File: config.mk
export PLATFORM = sky130hd
export DESIGN_NAME = afr_route_cfg
export DESIGN_NICKNAME = d
export VERILOG_FILES = /design/src/design/afr_pkg.sv /design/src/design/afr_route_cfg.sv
export VERILOG_INCLUDE_DIRS = /design/src /design/src/design
export SDC_FILE = /design/constraint.sdc
export NUM_CORES = 1
export LEC_CHECK = 0
export ABC_AREA = 1
export BUFFER_PORTS_ARGS = -buffer_cell sky130_fd_sc_hd__buf_4
export CAP_MARGIN = 20
export CELL_PAD_IN_SITES_DETAIL_PLACEMENT = 0
export CELL_PAD_IN_SITES_GLOBAL_PLACEMENT = 1
export CORE_MARGIN = 10
export CORE_UTILIZATION = 28
export CTS_BUF_LIST = sky130_fd_sc_hd__clkbuf_8
export DETAILED_ROUTE_END_ITERATION = 10
export PLACE_DENSITY = 0.84
export SLEW_MARGIN = 0
export SYNTH_ARGS = -nofsm -noshare
export SYNTH_HDL_FRONTEND = slang
export SYNTH_SLANG_ARGS = --single-unit
File: constraint.sdc
create_clock -name i_clk -period 1.1 [get_ports i_clk]
set_input_delay 0.22 -clock i_clk [delete_from_list [all_inputs] [get_ports i_clk]]
set_output_delay 0.22 -clock i_clk [all_outputs]
set_load 0.03 [all_outputs]
File: src/design/afr_map.svh
// Register map constants for the alternate-function routing block.
// Assumes a 32-bit classic Wishbone slave port with byte addresses.
`ifndef AFR_MAP_SVH
`define AFR_MAP_SVH

// ----------------------------------------------------------------------
// Register offsets, reset values and write masks
// ----------------------------------------------------------------------
`define AFR_CFG3_OFS    8'h20
`define AFR_LOW_OFS     8'h40
`define AFR_CFG3_RST    32'h00000000
`define AFR_LOW_RST     32'h00000000
`define AFR_CFG3_WMASK  32'hcffcff00
`define AFR_LOW_WMASK   32'h00000003

// ----------------------------------------------------------------------
// Field positions
// ----------------------------------------------------------------------
`define AFR_TIM8_LSB    30
`define AFR_SER7_LSB    26
`define AFR_SER6_LSB    24
`define AFR_SER5_LSB    22
`define AFR_SER4_LSB    20
`define AFR_SYNC2_HI    19
`define AFR_SPI1_HI     18
`define AFR_SPI3_LSB    14
`define AFR_SPI2_LSB    12
`define AFR_I2C4_LSB    10
`define AFR_I2C3_LSB    8
`define AFR_SYNC2_LO    0
`define AFR_SPI1_LO     1

// ----------------------------------------------------------------------
// Port letter codes
// ----------------------------------------------------------------------
`define AFR_PORT_A      3'h0
`define AFR_PORT_B      3'h1
`define AFR_PORT_C      3'h2
`define AFR_PORT_D      3'h3
`define AFR_PORT_E      3'h4

`endif

File: src/design/afr_pkg.sv
// Types shared by the alternate-function routing block.
// Assumes the pin locator carries a port letter code and a pin number.
package afr_pkg;

   // ----------------------------------------------------------------------
   // Pin locator and per-peripheral signal groups
   // ----------------------------------------------------------------------
   typedef struct packed {
      logic       valid;
      logic [2:0] port;
      logic [3:0] pin;
   } afr_loc_t;

   typedef struct packed {
      afr_loc_t timer_external_trigger;
      afr_loc_t ch1;
      afr_loc_t ch2;
      afr_loc_t ch3;
      afr_loc_t ch4;
      afr_loc_t timer_break_input;
      afr_loc_t timer_comp_output_one;
      afr_loc_t timer_comp_output_two;
      afr_loc_t timer_comp_output_three;
   } afr_timer_t;

   typedef struct packed {
      afr_loc_t a;
      afr_loc_t b;
   } afr_pair_t;

   typedef struct packed {
      afr_loc_t cts;
      afr_loc_t rts;
      afr_loc_t tx;
      afr_loc_t rx;
      afr_loc_t clk;
   } afr_sync_t;

   typedef struct packed {
      afr_loc_t sel;
      afr_loc_t clk;
      afr_loc_t miso;
      afr_loc_t mosi;
   } afr_spi_t;

   typedef struct packed {
      afr_timer_t timer8;
      afr_pair_t  ser7;
      afr_pair_t  ser6;
      afr_pair_t  ser5;
      afr_pair_t  ser4;
      afr_sync_t  sync2;
      afr_spi_t   spi1;
      afr_spi_t   spi3;
      afr_spi_t   spi2;
      afr_pair_t  i2c4;
      afr_pair_t  i2c3;
   } afr_route_t;

endpackage

File: src/design/afr_route_cfg.sv
// Alternate-function routing register with its pin multiplexing decode.
// Assumes a classic Wishbone master on i_clk and an active-low async reset.
//
// Design decision made here: the Wishbone slave port.
`timescale 1ns/1ps
`include "afr_map.svh"

module afr_route_cfg
   import afr_pkg::*;
(
   input  wire logic        i_clk,
   input  wire logic        i_nrst,
   input  wire logic        i_wb_cyc,
   input  wire logic        i_wb_stb,
   input  wire logic        i_wb_we,
   input  wire logic [7:0]  i_wb_adr,
   input  wire logic [3:0]  i_wb_sel,
   input  wire logic [31:0] i_wb_dat,
   output logic             o_wb_ack,
   output logic [31:0]      o_wb_dat,
   output afr_route_t       o_route
);

   // ----------------------------------------------------------------------
   // Storage and decode helpers
   // ----------------------------------------------------------------------
   logic [31:0] cfg3;
   logic [31:0] low;
   logic        req;
   logic        hit_cfg3;
   logic        hit_low;
   logic [31:0] lane_mask;
   logic [31:0] next_rdat;
   afr_route_t  next_route;
   logic [1:0]  sync2_code;
   logic [1:0]  spi1_code;

   function automatic afr_loc_t loc(input logic [2:0] p, input logic [3:0] n);
      afr_loc_t r;
      r.valid = 1'b1;
      r.port  = p;
      r.pin   = n;
      return r;
   endfunction

   function automatic afr_pair_t pair(input afr_loc_t a, input afr_loc_t b);
      afr_pair_t r;
      r.a = a;
      r.b = b;
      return r;
   endfunction

   function automatic afr_spi_t spi(input afr_loc_t s, input afr_loc_t c, input afr_loc_t mi,
                                    input afr_loc_t mo);
      afr_spi_t r;
      r.sel  = s;
      r.clk  = c;
      r.miso = mi;
      r.mosi = mo;
      return r;
   endfunction

   // ----------------------------------------------------------------------
   // Wishbone slave
   // ----------------------------------------------------------------------
   assign req      = i_wb_cyc & i_wb_stb;
   assign hit_cfg3 = (i_wb_adr[7:2] == 6'(`AFR_CFG3_OFS >> 2));
   assign hit_low  = (i_wb_adr[7:2] == 6'(`AFR_LOW_OFS >> 2));

   genvar gb;
   generate
      for (gb = 0; gb < 4; gb = gb + 1)
      begin : g_lane
         assign lane_mask[gb*8 +: 8] = {8{i_wb_sel[gb]}};
      end
   endgenerate

   always_comb
   begin
      next_rdat = 32'h00000000;
      if (hit_cfg3)
      begin
         next_rdat = cfg3;
      end
      else if (hit_low)
      begin
         next_rdat = low;
      end
   end

   // Each request is answered one cycle after it is taken; ack then drops.
   always_ff @(posedge i_clk or negedge i_nrst)
   begin
      if (!i_nrst)
      begin
         o_wb_ack <= 1'b0;
      end
      else
      begin
         o_wb_ack <= req & ~o_wb_ack;
      end
   end

   always_ff @(posedge i_clk or negedge i_nrst)
   begin
      if (!i_nrst)
      begin
         o_wb_dat <= 32'h00000000;
      end
      else if (req & ~o_wb_ack)
      begin
         o_wb_dat <= next_rdat;
      end
   end

   // Writes land on the edge where the master samples ack; reserved bits stay zero.
   always_ff @(posedge i_clk or negedge i_nrst)
   begin
      if (!i_nrst)
      begin
         cfg3 <= `AFR_CFG3_RST;
      end
      else if (req & i_wb_we & o_wb_ack & hit_cfg3)
      begin
         cfg3 <= (cfg3 & ~(lane_mask & `AFR_CFG3_WMASK)) |
                 (i_wb_dat & lane_mask & `AFR_CFG3_WMASK);
      end
   end

   always_ff @(posedge i_clk or negedge i_nrst)
   begin
      if (!i_nrst)
      begin
         low <= `AFR_LOW_RST;
      end
      else if (req & i_wb_we & o_wb_ack & hit_low)
      begin
         low <= (low & ~(lane_mask & `AFR_LOW_WMASK)) | (i_wb_dat & lane_mask & `AFR_LOW_WMASK);
      end
   end

   // ----------------------------------------------------------------------
   // Route decode
   // ----------------------------------------------------------------------
   assign sync2_code = {cfg3[`AFR_SYNC2_HI], low[`AFR_SYNC2_LO]};
   assign spi1_code  = {cfg3[`AFR_SPI1_HI], low[`AFR_SPI1_LO]};

   always_comb
   begin
      next_route = '0;

      case (cfg3[`AFR_TIM8_LSB +: 2])
         2'h0:
         begin
            next_route.timer8.timer_external_trigger  = loc(`AFR_PORT_A, 4'h0);
            next_route.timer8.ch1                     = loc(`AFR_PORT_C, 4'h6);
            next_route.timer8.ch2                     = loc(`AFR_PORT_C, 4'h7);
            next_route.timer8.ch3                     = loc(`AFR_PORT_C, 4'h8);
            next_route.timer8.ch4                     = loc(`AFR_PORT_C, 4'h9);
            next_route.timer8.timer_break_input       = loc(`AFR_PORT_A, 4'h6);
            next_route.timer8.timer_comp_output_one   = loc(`AFR_PORT_A, 4'h7);
            next_route.timer8.timer_comp_output_two   = loc(`AFR_PORT_B, 4'h0);
            next_route.timer8.timer_comp_output_three = loc(`AFR_PORT_B, 4'h1);
         end
         2'h1, 2'h3:
         begin
            next_route.timer8.timer_external_trigger  = loc(`AFR_PORT_B, 4'h4);
            next_route.timer8.ch1                     = loc(`AFR_PORT_C, 4'h6);
            next_route.timer8.ch2                     = loc(`AFR_PORT_C, 4'h7);
            next_route.timer8.ch3                     = loc(`AFR_PORT_C, 4'h8);
            next_route.timer8.ch4                     = loc(`AFR_PORT_C, 4'h9);
            next_route.timer8.timer_break_input       = loc(`AFR_PORT_B, 4'h3);
            next_route.timer8.timer_comp_output_one   = loc(`AFR_PORT_A, 4'hf);
            next_route.timer8.timer_comp_output_two   = loc(`AFR_PORT_C, 4'hc);
            next_route.timer8.timer_comp_output_three = loc(`AFR_PORT_D, 4'h2);
            if (cfg3[`AFR_TIM8_LSB + 1])
            begin
               next_route.timer8.ch1 = loc(`AFR_PORT_D, 4'he);
               next_route.timer8.ch2 = loc(`AFR_PORT_D, 4'hf);
            end
         end
         default:
         begin
            next_route.timer8 = '0;
         end
      endcase

      case (cfg3[`AFR_SER7_LSB +: 2])
         2'h0:    next_route.ser7 = pair(loc(`AFR_PORT_C, 4'h4), loc(`AFR_PORT_C, 4'h5));
         2'h1:    next_route.ser7 = pair(loc(`AFR_PORT_C, 4'h2), loc(`AFR_PORT_C, 4'h3));
         default: next_route.ser7 = '0;
      endcase

      case (cfg3[`AFR_SER6_LSB +: 2])
         2'h0:    next_route.ser6 = pair(loc(`AFR_PORT_E, 4'h2), loc(`AFR_PORT_E, 4'h3));
         2'h2:    next_route.ser6 = pair(loc(`AFR_PORT_C, 4'h0), loc(`AFR_PORT_C, 4'h1));
         2'h3:    next_route.ser6 = pair(loc(`AFR_PORT_B, 4'h0), loc(`AFR_PORT_B, 4'h1));
         default: next_route.ser6 = '0;
      endcase

      case (cfg3[`AFR_SER5_LSB +: 2])
         2'h0:    next_route.ser5 = pair(loc(`AFR_PORT_C, 4'hc), loc(`AFR_PORT_D, 4'h2));
         2'h1:    next_route.ser5 = pair(loc(`AFR_PORT_B, 4'hd), loc(`AFR_PORT_B, 4'he));
         2'h2:    next_route.ser5 = pair(loc(`AFR_PORT_E, 4'h8), loc(`AFR_PORT_E, 4'h9));
         default: next_route.ser5 = pair(loc(`AFR_PORT_B, 4'h8), loc(`AFR_PORT_B, 4'h9));
      endcase

      case (cfg3[`AFR_SER4_LSB +: 2])
         2'h0:    next_route.ser4 = pair(loc(`AFR_PORT_C, 4'ha), loc(`AFR_PORT_C, 4'hb));
         2'h1:    next_route.ser4 = pair(loc(`AFR_PORT_B, 4'h2), loc(`AFR_PORT_E, 4'h7));
         2'h2:    next_route.ser4 = pair(loc(`AFR_PORT_A, 4'hd), loc(`AFR_PORT_A, 4'he));
         default: next_route.ser4 = pair(loc(`AFR_PORT_D, 4'h0), loc(`AFR_PORT_D, 4'h1));
      endcase

      case (sync2_code)
         2'h0:
         begin
            next_route.sync2.cts = loc(`AFR_PORT_A, 4'h0);
            next_route.sync2.rts = loc(`AFR_PORT_A, 4'h1);
            next_route.sync2.tx  = loc(`AFR_PORT_A, 4'h2);
            next_route.sync2.rx  = loc(`AFR_PORT_A, 4'h3);
            next_route.sync2.clk = loc(`AFR_PORT_A, 4'h4);
         end
         2'h2:
         begin
            next_route.sync2.cts = loc(`AFR_PORT_C, 4'h6);
            next_route.sync2.rts = loc(`AFR_PORT_C, 4'h7);
            next_route.sync2.tx  = loc(`AFR_PORT_C, 4'h8);
            next_route.sync2.rx  = loc(`AFR_PORT_C, 4'h9);
            next_route.sync2.clk = '0;
         end
         2'h3:
         begin
            next_route.sync2.cts = loc(`AFR_PORT_A, 4'hf);
            next_route.sync2.rts = loc(`AFR_PORT_B, 4'h3);
            next_route.sync2.tx  = loc(`AFR_PORT_B, 4'h4);
            next_route.sync2.rx  = loc(`AFR_PORT_B, 4'h5);
            next_route.sync2.clk = loc(`AFR_PORT_A, 4'h4);
         end
         default:
         begin
            next_route.sync2 = '0;
         end
      endcase

      case (spi1_code)
         2'h0:    next_route.spi1 = spi(loc(`AFR_PORT_A, 4'h4), loc(`AFR_PORT_A, 4'h5),
                                        loc(`AFR_PORT_A, 4'h6), loc(`AFR_PORT_A, 4'h7));
         2'h1:    next_route.spi1 = spi(loc(`AFR_PORT_A, 4'hf), loc(`AFR_PORT_B, 4'h3),
                                        loc(`AFR_PORT_B, 4'h4), loc(`AFR_PORT_B, 4'h5));
         2'h2:    next_route.spi1 = spi(loc(`AFR_PORT_B, 4'h2), loc(`AFR_PORT_A, 4'h5),
                                        loc(`AFR_PORT_A, 4'h6), loc(`AFR_PORT_A, 4'h7));
         default: next_route.spi1 = spi(loc(`AFR_PORT_B, 4'h2), loc(`AFR_PORT_E, 4'h7),
                                        loc(`AFR_PORT_E, 4'h8), loc(`AFR_PORT_E, 4'h9));
      endcase

      case (cfg3[`AFR_SPI3_LSB +: 2])
         2'h0:    next_route.spi3 = spi(loc(`AFR_PORT_A, 4'hf), loc(`AFR_PORT_B, 4'h3),
                                        loc(`AFR_PORT_B, 4'h4), loc(`AFR_PORT_B, 4'h5));
         2'h1:    next_route.spi3 = spi(loc(`AFR_PORT_D, 4'h2), loc(`AFR_PORT_C, 4'ha),
                                        loc(`AFR_PORT_C, 4'hb), loc(`AFR_PORT_C, 4'hc));
         2'h3:    next_route.spi3 = spi(loc(`AFR_PORT_C, 4'h2), loc(`AFR_PORT_C, 4'h3),
                                        loc(`AFR_PORT_A, 4'h0), loc(`AFR_PORT_A, 4'h1));
         default: next_route.spi3 = '0;
      endcase

      case (cfg3[`AFR_SPI2_LSB +: 2])
         2'h0:    next_route.spi2 = spi(loc(`AFR_PORT_B, 4'hc), loc(`AFR_PORT_B, 4'hd),
                                        loc(`AFR_PORT_B, 4'he), loc(`AFR_PORT_B, 4'hf));
         2'h1:    next_route.spi2 = spi(loc(`AFR_PORT_C, 4'h6), loc(`AFR_PORT_C, 4'h7),
                                        loc(`AFR_PORT_C, 4'h8), loc(`AFR_PORT_C, 4'h9));
         2'h3:    next_route.spi2 = spi(loc(`AFR_PORT_E, 4'ha), loc(`AFR_PORT_E, 4'hb),
                                        loc(`AFR_PORT_E, 4'hc), loc(`AFR_PORT_E, 4'hd));
         default: next_route.spi2 = '0;
      endcase

      case (cfg3[`AFR_I2C4_LSB +: 2])
         2'h0:    next_route.i2c4 = pair(loc(`AFR_PORT_C, 4'h6), loc(`AFR_PORT_C, 4'h7));
         2'h1:    next_route.i2c4 = pair(loc(`AFR_PORT_D, 4'he), loc(`AFR_PORT_D, 4'hf));
         2'h3:    next_route.i2c4 = pair(loc(`AFR_PORT_A, 4'h9), loc(`AFR_PORT_A, 4'ha));
         default: next_route.i2c4 = '0;
      endcase

      case (cfg3[`AFR_I2C3_LSB +: 2])
         2'h0:    next_route.i2c3 = pair(loc(`AFR_PORT_C, 4'h0), loc(`AFR_PORT_C, 4'h1));
         2'h3:    next_route.i2c3 = pair(loc(`AFR_PORT_C, 4'h4), loc(`AFR_PORT_C, 4'h5));
         default: next_route.i2c3 = '0;
      endcase
   end

   // The route table is registered so that it comes straight from flip-flops.
   always_ff @(posedge i_clk or negedge i_nrst)
   begin
      if (!i_nrst)
      begin
         o_route <= '0;
      end
      else
      begin
         o_route <= next_route;
      end
   end
endmodule

==> results.py <==
metrics = {
    "timing": {
        "setup_viol_count_final": 282,
        "final-hold-violation-count": 0,
        "rsz0062_at_grt": "yes",
        "drv_slew": 0,
        "layout_min_cycle_time_ns": 1.44,
        "fin_ws_ns": -0.337,
        "fin_crit_sh_pct": 131,
        "fmax_mhz": 696,
        "skew_ns": 0.0173,
    },
    "cts": {
        "clock_latency_ns": 0.38,
        "cts-root-buf": "clkbuf_8",
        "cts_sinks": 110,
        "cts_made_buffers": 9,
        "cts-htree-levels": 3,
        "clk_path_buf_depth": 2,
        "cts.clk_slew.worst_paths_ns": 0.12,
        "tritoncts": "yes",
    },
    "route": {
        "num_vias": 4085,
        "final_antenna_net_count": 0,
        "wirelength_um": 18400,
        "avgRoutedWirePerCell_um": 17.2,
        "drc": 0,
        "drt_pass1_iterations": 4,
        "viasPerCell": 3.82,
        "drt_iter0_drc": 174,
    },
    "worst_setup_path": {
        "worstPathMaxFanout": 13,
        "cp.required_ns": 0.88,
        "startpoint_type": "flip-flop",
        "arrival_ns": 1.22,
        "end_kind": "output pin",
        "path_class": "flip-flop to output pin",
    },
    "run": {
        "drv_cap": 0,
    },
    "cells_and_area": {
        "drive_above_1_share_pct": 52.9,
        "areaGrowthSynthToFinish_pct": 46.2,
        "design_area_um2": 8740,
        "fin_nets": 858,
        "final_util_pct": 41.6,
        "fin_cells": 1070,
    },
    "placed_design": {
        "portBuffers": 281,
        "dp_slack_ns": -0.455,
        "place.gp.congestion": 0.746,
        "place_area_um2": 7090,
        "place_inst": 1026,
        "dp_hpwl_um": 13600,
    },
    "yosys": {
        "netlist_area_um2": 5980,
        "async_reset_ff_share_pct": 100,
        "synthDistinctLibCells": 22,
        "synth_area_leaders": "dfrtp_1, buf_4, nand2_1, ha_1, inv_1",
        "synth_cells": 620,
        "synth_top_area_cell": "dfrtp_1",
        "ys_seq_area_share_pct": 46.0,
        "ys_seq_elements": 110,
        "synth.avg_cell_area_um2": 9.65,
        "ys.flop_type": "dfrtp_1",
        "synth_top_area_share_pct": 46.0,
        "yosysMostFrequentCell": "buf_4",
        "synth_edf_count": 0,
        "synthesis.yosys.warnings": 0,
        "synth_common_cells": "buf_4, dfrtp_1, nand2_1, inv_1, nand3_1",
    },
    "global_route": {
        "grt_pass1_vias": 4357,
        "antenna_found_initial": 2,
        "track_usage_pct": 12.6,
        "grt_max_degree": 41,
        "grt.overflow.total": 0,
        "grt_pass1_wl_um": 27600,
    },
    "die": {
        "core_um2": 21000,
        "start_util_pct": 28.5,
        "die_w_um": 166,
        "fp.dieArea_um2": 27600,
        "die_y_um": 166,
        "boundaryPins": 386,
        "row_count": 53,
    },
    "hold_path": {
        "min_path_type": "input port to flip-flop",
    },
    "power_and_ir_drop": {
        "p_leak_uw": 0.00446,
        "powerDensity_nw_per_um2": 918,
        "peakVddDrop_mv": 0.772,
        "power.total_uw": 8020,
    },
    "status": {
        "violations": "setup timing",
        "status": "finished, violations left",
    },
}
==> worst paths after layout <==
kind	start	end	slack [ns]	cells past startpoint
max	o_route[250]	o_route[279]	-0.34	2
min	i_wb_dat[0]	flip-flop	0.06	3
max reg2reg	o_wb_ack	flip-flop	-0.34	8
min reg2reg	flip-flop	o_route[218]	0.51	1
max in group asynchronous	i_nrst	o_route[17]	0.30	3
min in group asynchronous	i_nrst	o_wb_ack	0.27	2
==> metal layers <==
| layer | wire length [um] | up-vias | global-route usage (%) | part of all wire [%] |
|---|---|---|---|---|
| li1 | - | 1932 | - | - |
| met1 | 6290 | 1967 | 13.1 | 34 |
| met2 | 10000 | 173 | 22.6 | 55 |
| met3 | 1910 | 11 | 6.32 | 10 |
| met4 | 139 | 2 | 2.27 | 0.76 |
| met5 | 13 | - | 0 | 0.071 |
==> layout by cell type (no fill, tap or decap), types with 5 or more instances in the layout <==
cell | netlist | routed
nand2_1 | 80 | 70
nand3_1 | 24 | 23
buf_4 | 249 | 83
inv_2 | 1 | 5
buf_8 | 0 | 20
ha_1 | 20 | 16
nor2_1 | 21 | 20
o21ai_1 | 0 | 9
dfrtp_1 | 110 | 84
buf_12 | 0 | 10
clkbuf_8 | 0 | 9
buf_6 | 2 | 218
nand2_2 | 1 | 10
dfrtp_2 | 0 | 25
inv_1 | 39 | 35
nand4_1 | 20 | 20
conb_1 | 2 | 93
o21ai_2 | 0 | 12
==> area by class of cell <==
class / instances / area, um2
fillers: 1995 / 12300
clock buffers: 9 / 124
flip-flops and latches: 110 / 2790
clock inverters: 7 / 91.3
repair buffers: 334 / 3640
diodes: 1 / 2.50
well taps: 275 / 344
inverters: 40 / 150
multi-input cells: 294 / 1600
==> critical path: stages, from the launching register on <==
cell	delay (ns)
dfrtp_4	0.51
buf_6	0.15
buf_4	0.17
==> power by group <==
| part | leakage (uW) | switching (uW) | total [uW] | internal [uW] |
|---|---|---|---|---|
| Sequential | 0.00134 | 34.0 | 4100 | 4070 |
| Clock | 0.000105 | 1540 | 2650 | 1110 |
| Combinational | 0.00302 | 902 | 1270 | 372 |
==> logic make-up after synthesis <==
kind of cell	count (synthesis)	share of synthesized area, %
buffers and inverters	308	35.3
DFF	110	46.0
adders and majority gates	20	4.18
and+or+nand+nor	158	12.5
AOI/OAI and AO/OA	22	1.84
other	2	0.126
==> stage by stage <==
stage | hold slack, ns | setup TNS, ns
finish | 0.0636 | -41.56
floorplan | -0.0756 | -1.87
CTS | 0.0284 | -49.77
detailed placement | 0.128 | -13.71
global placement | 0.129 | -12.73
global route | 0.0531 | -59.20
==> what timing repair did <==
action	CTS	global route
hold endpoints to repair	67	0
cloned	4	1
pin swaps	13	25
setup endpoints to repair	292	291
setup buffers	14	10
resized for setup	290	62
hold buffers	1	0
(Power assumes the default switching activity.)
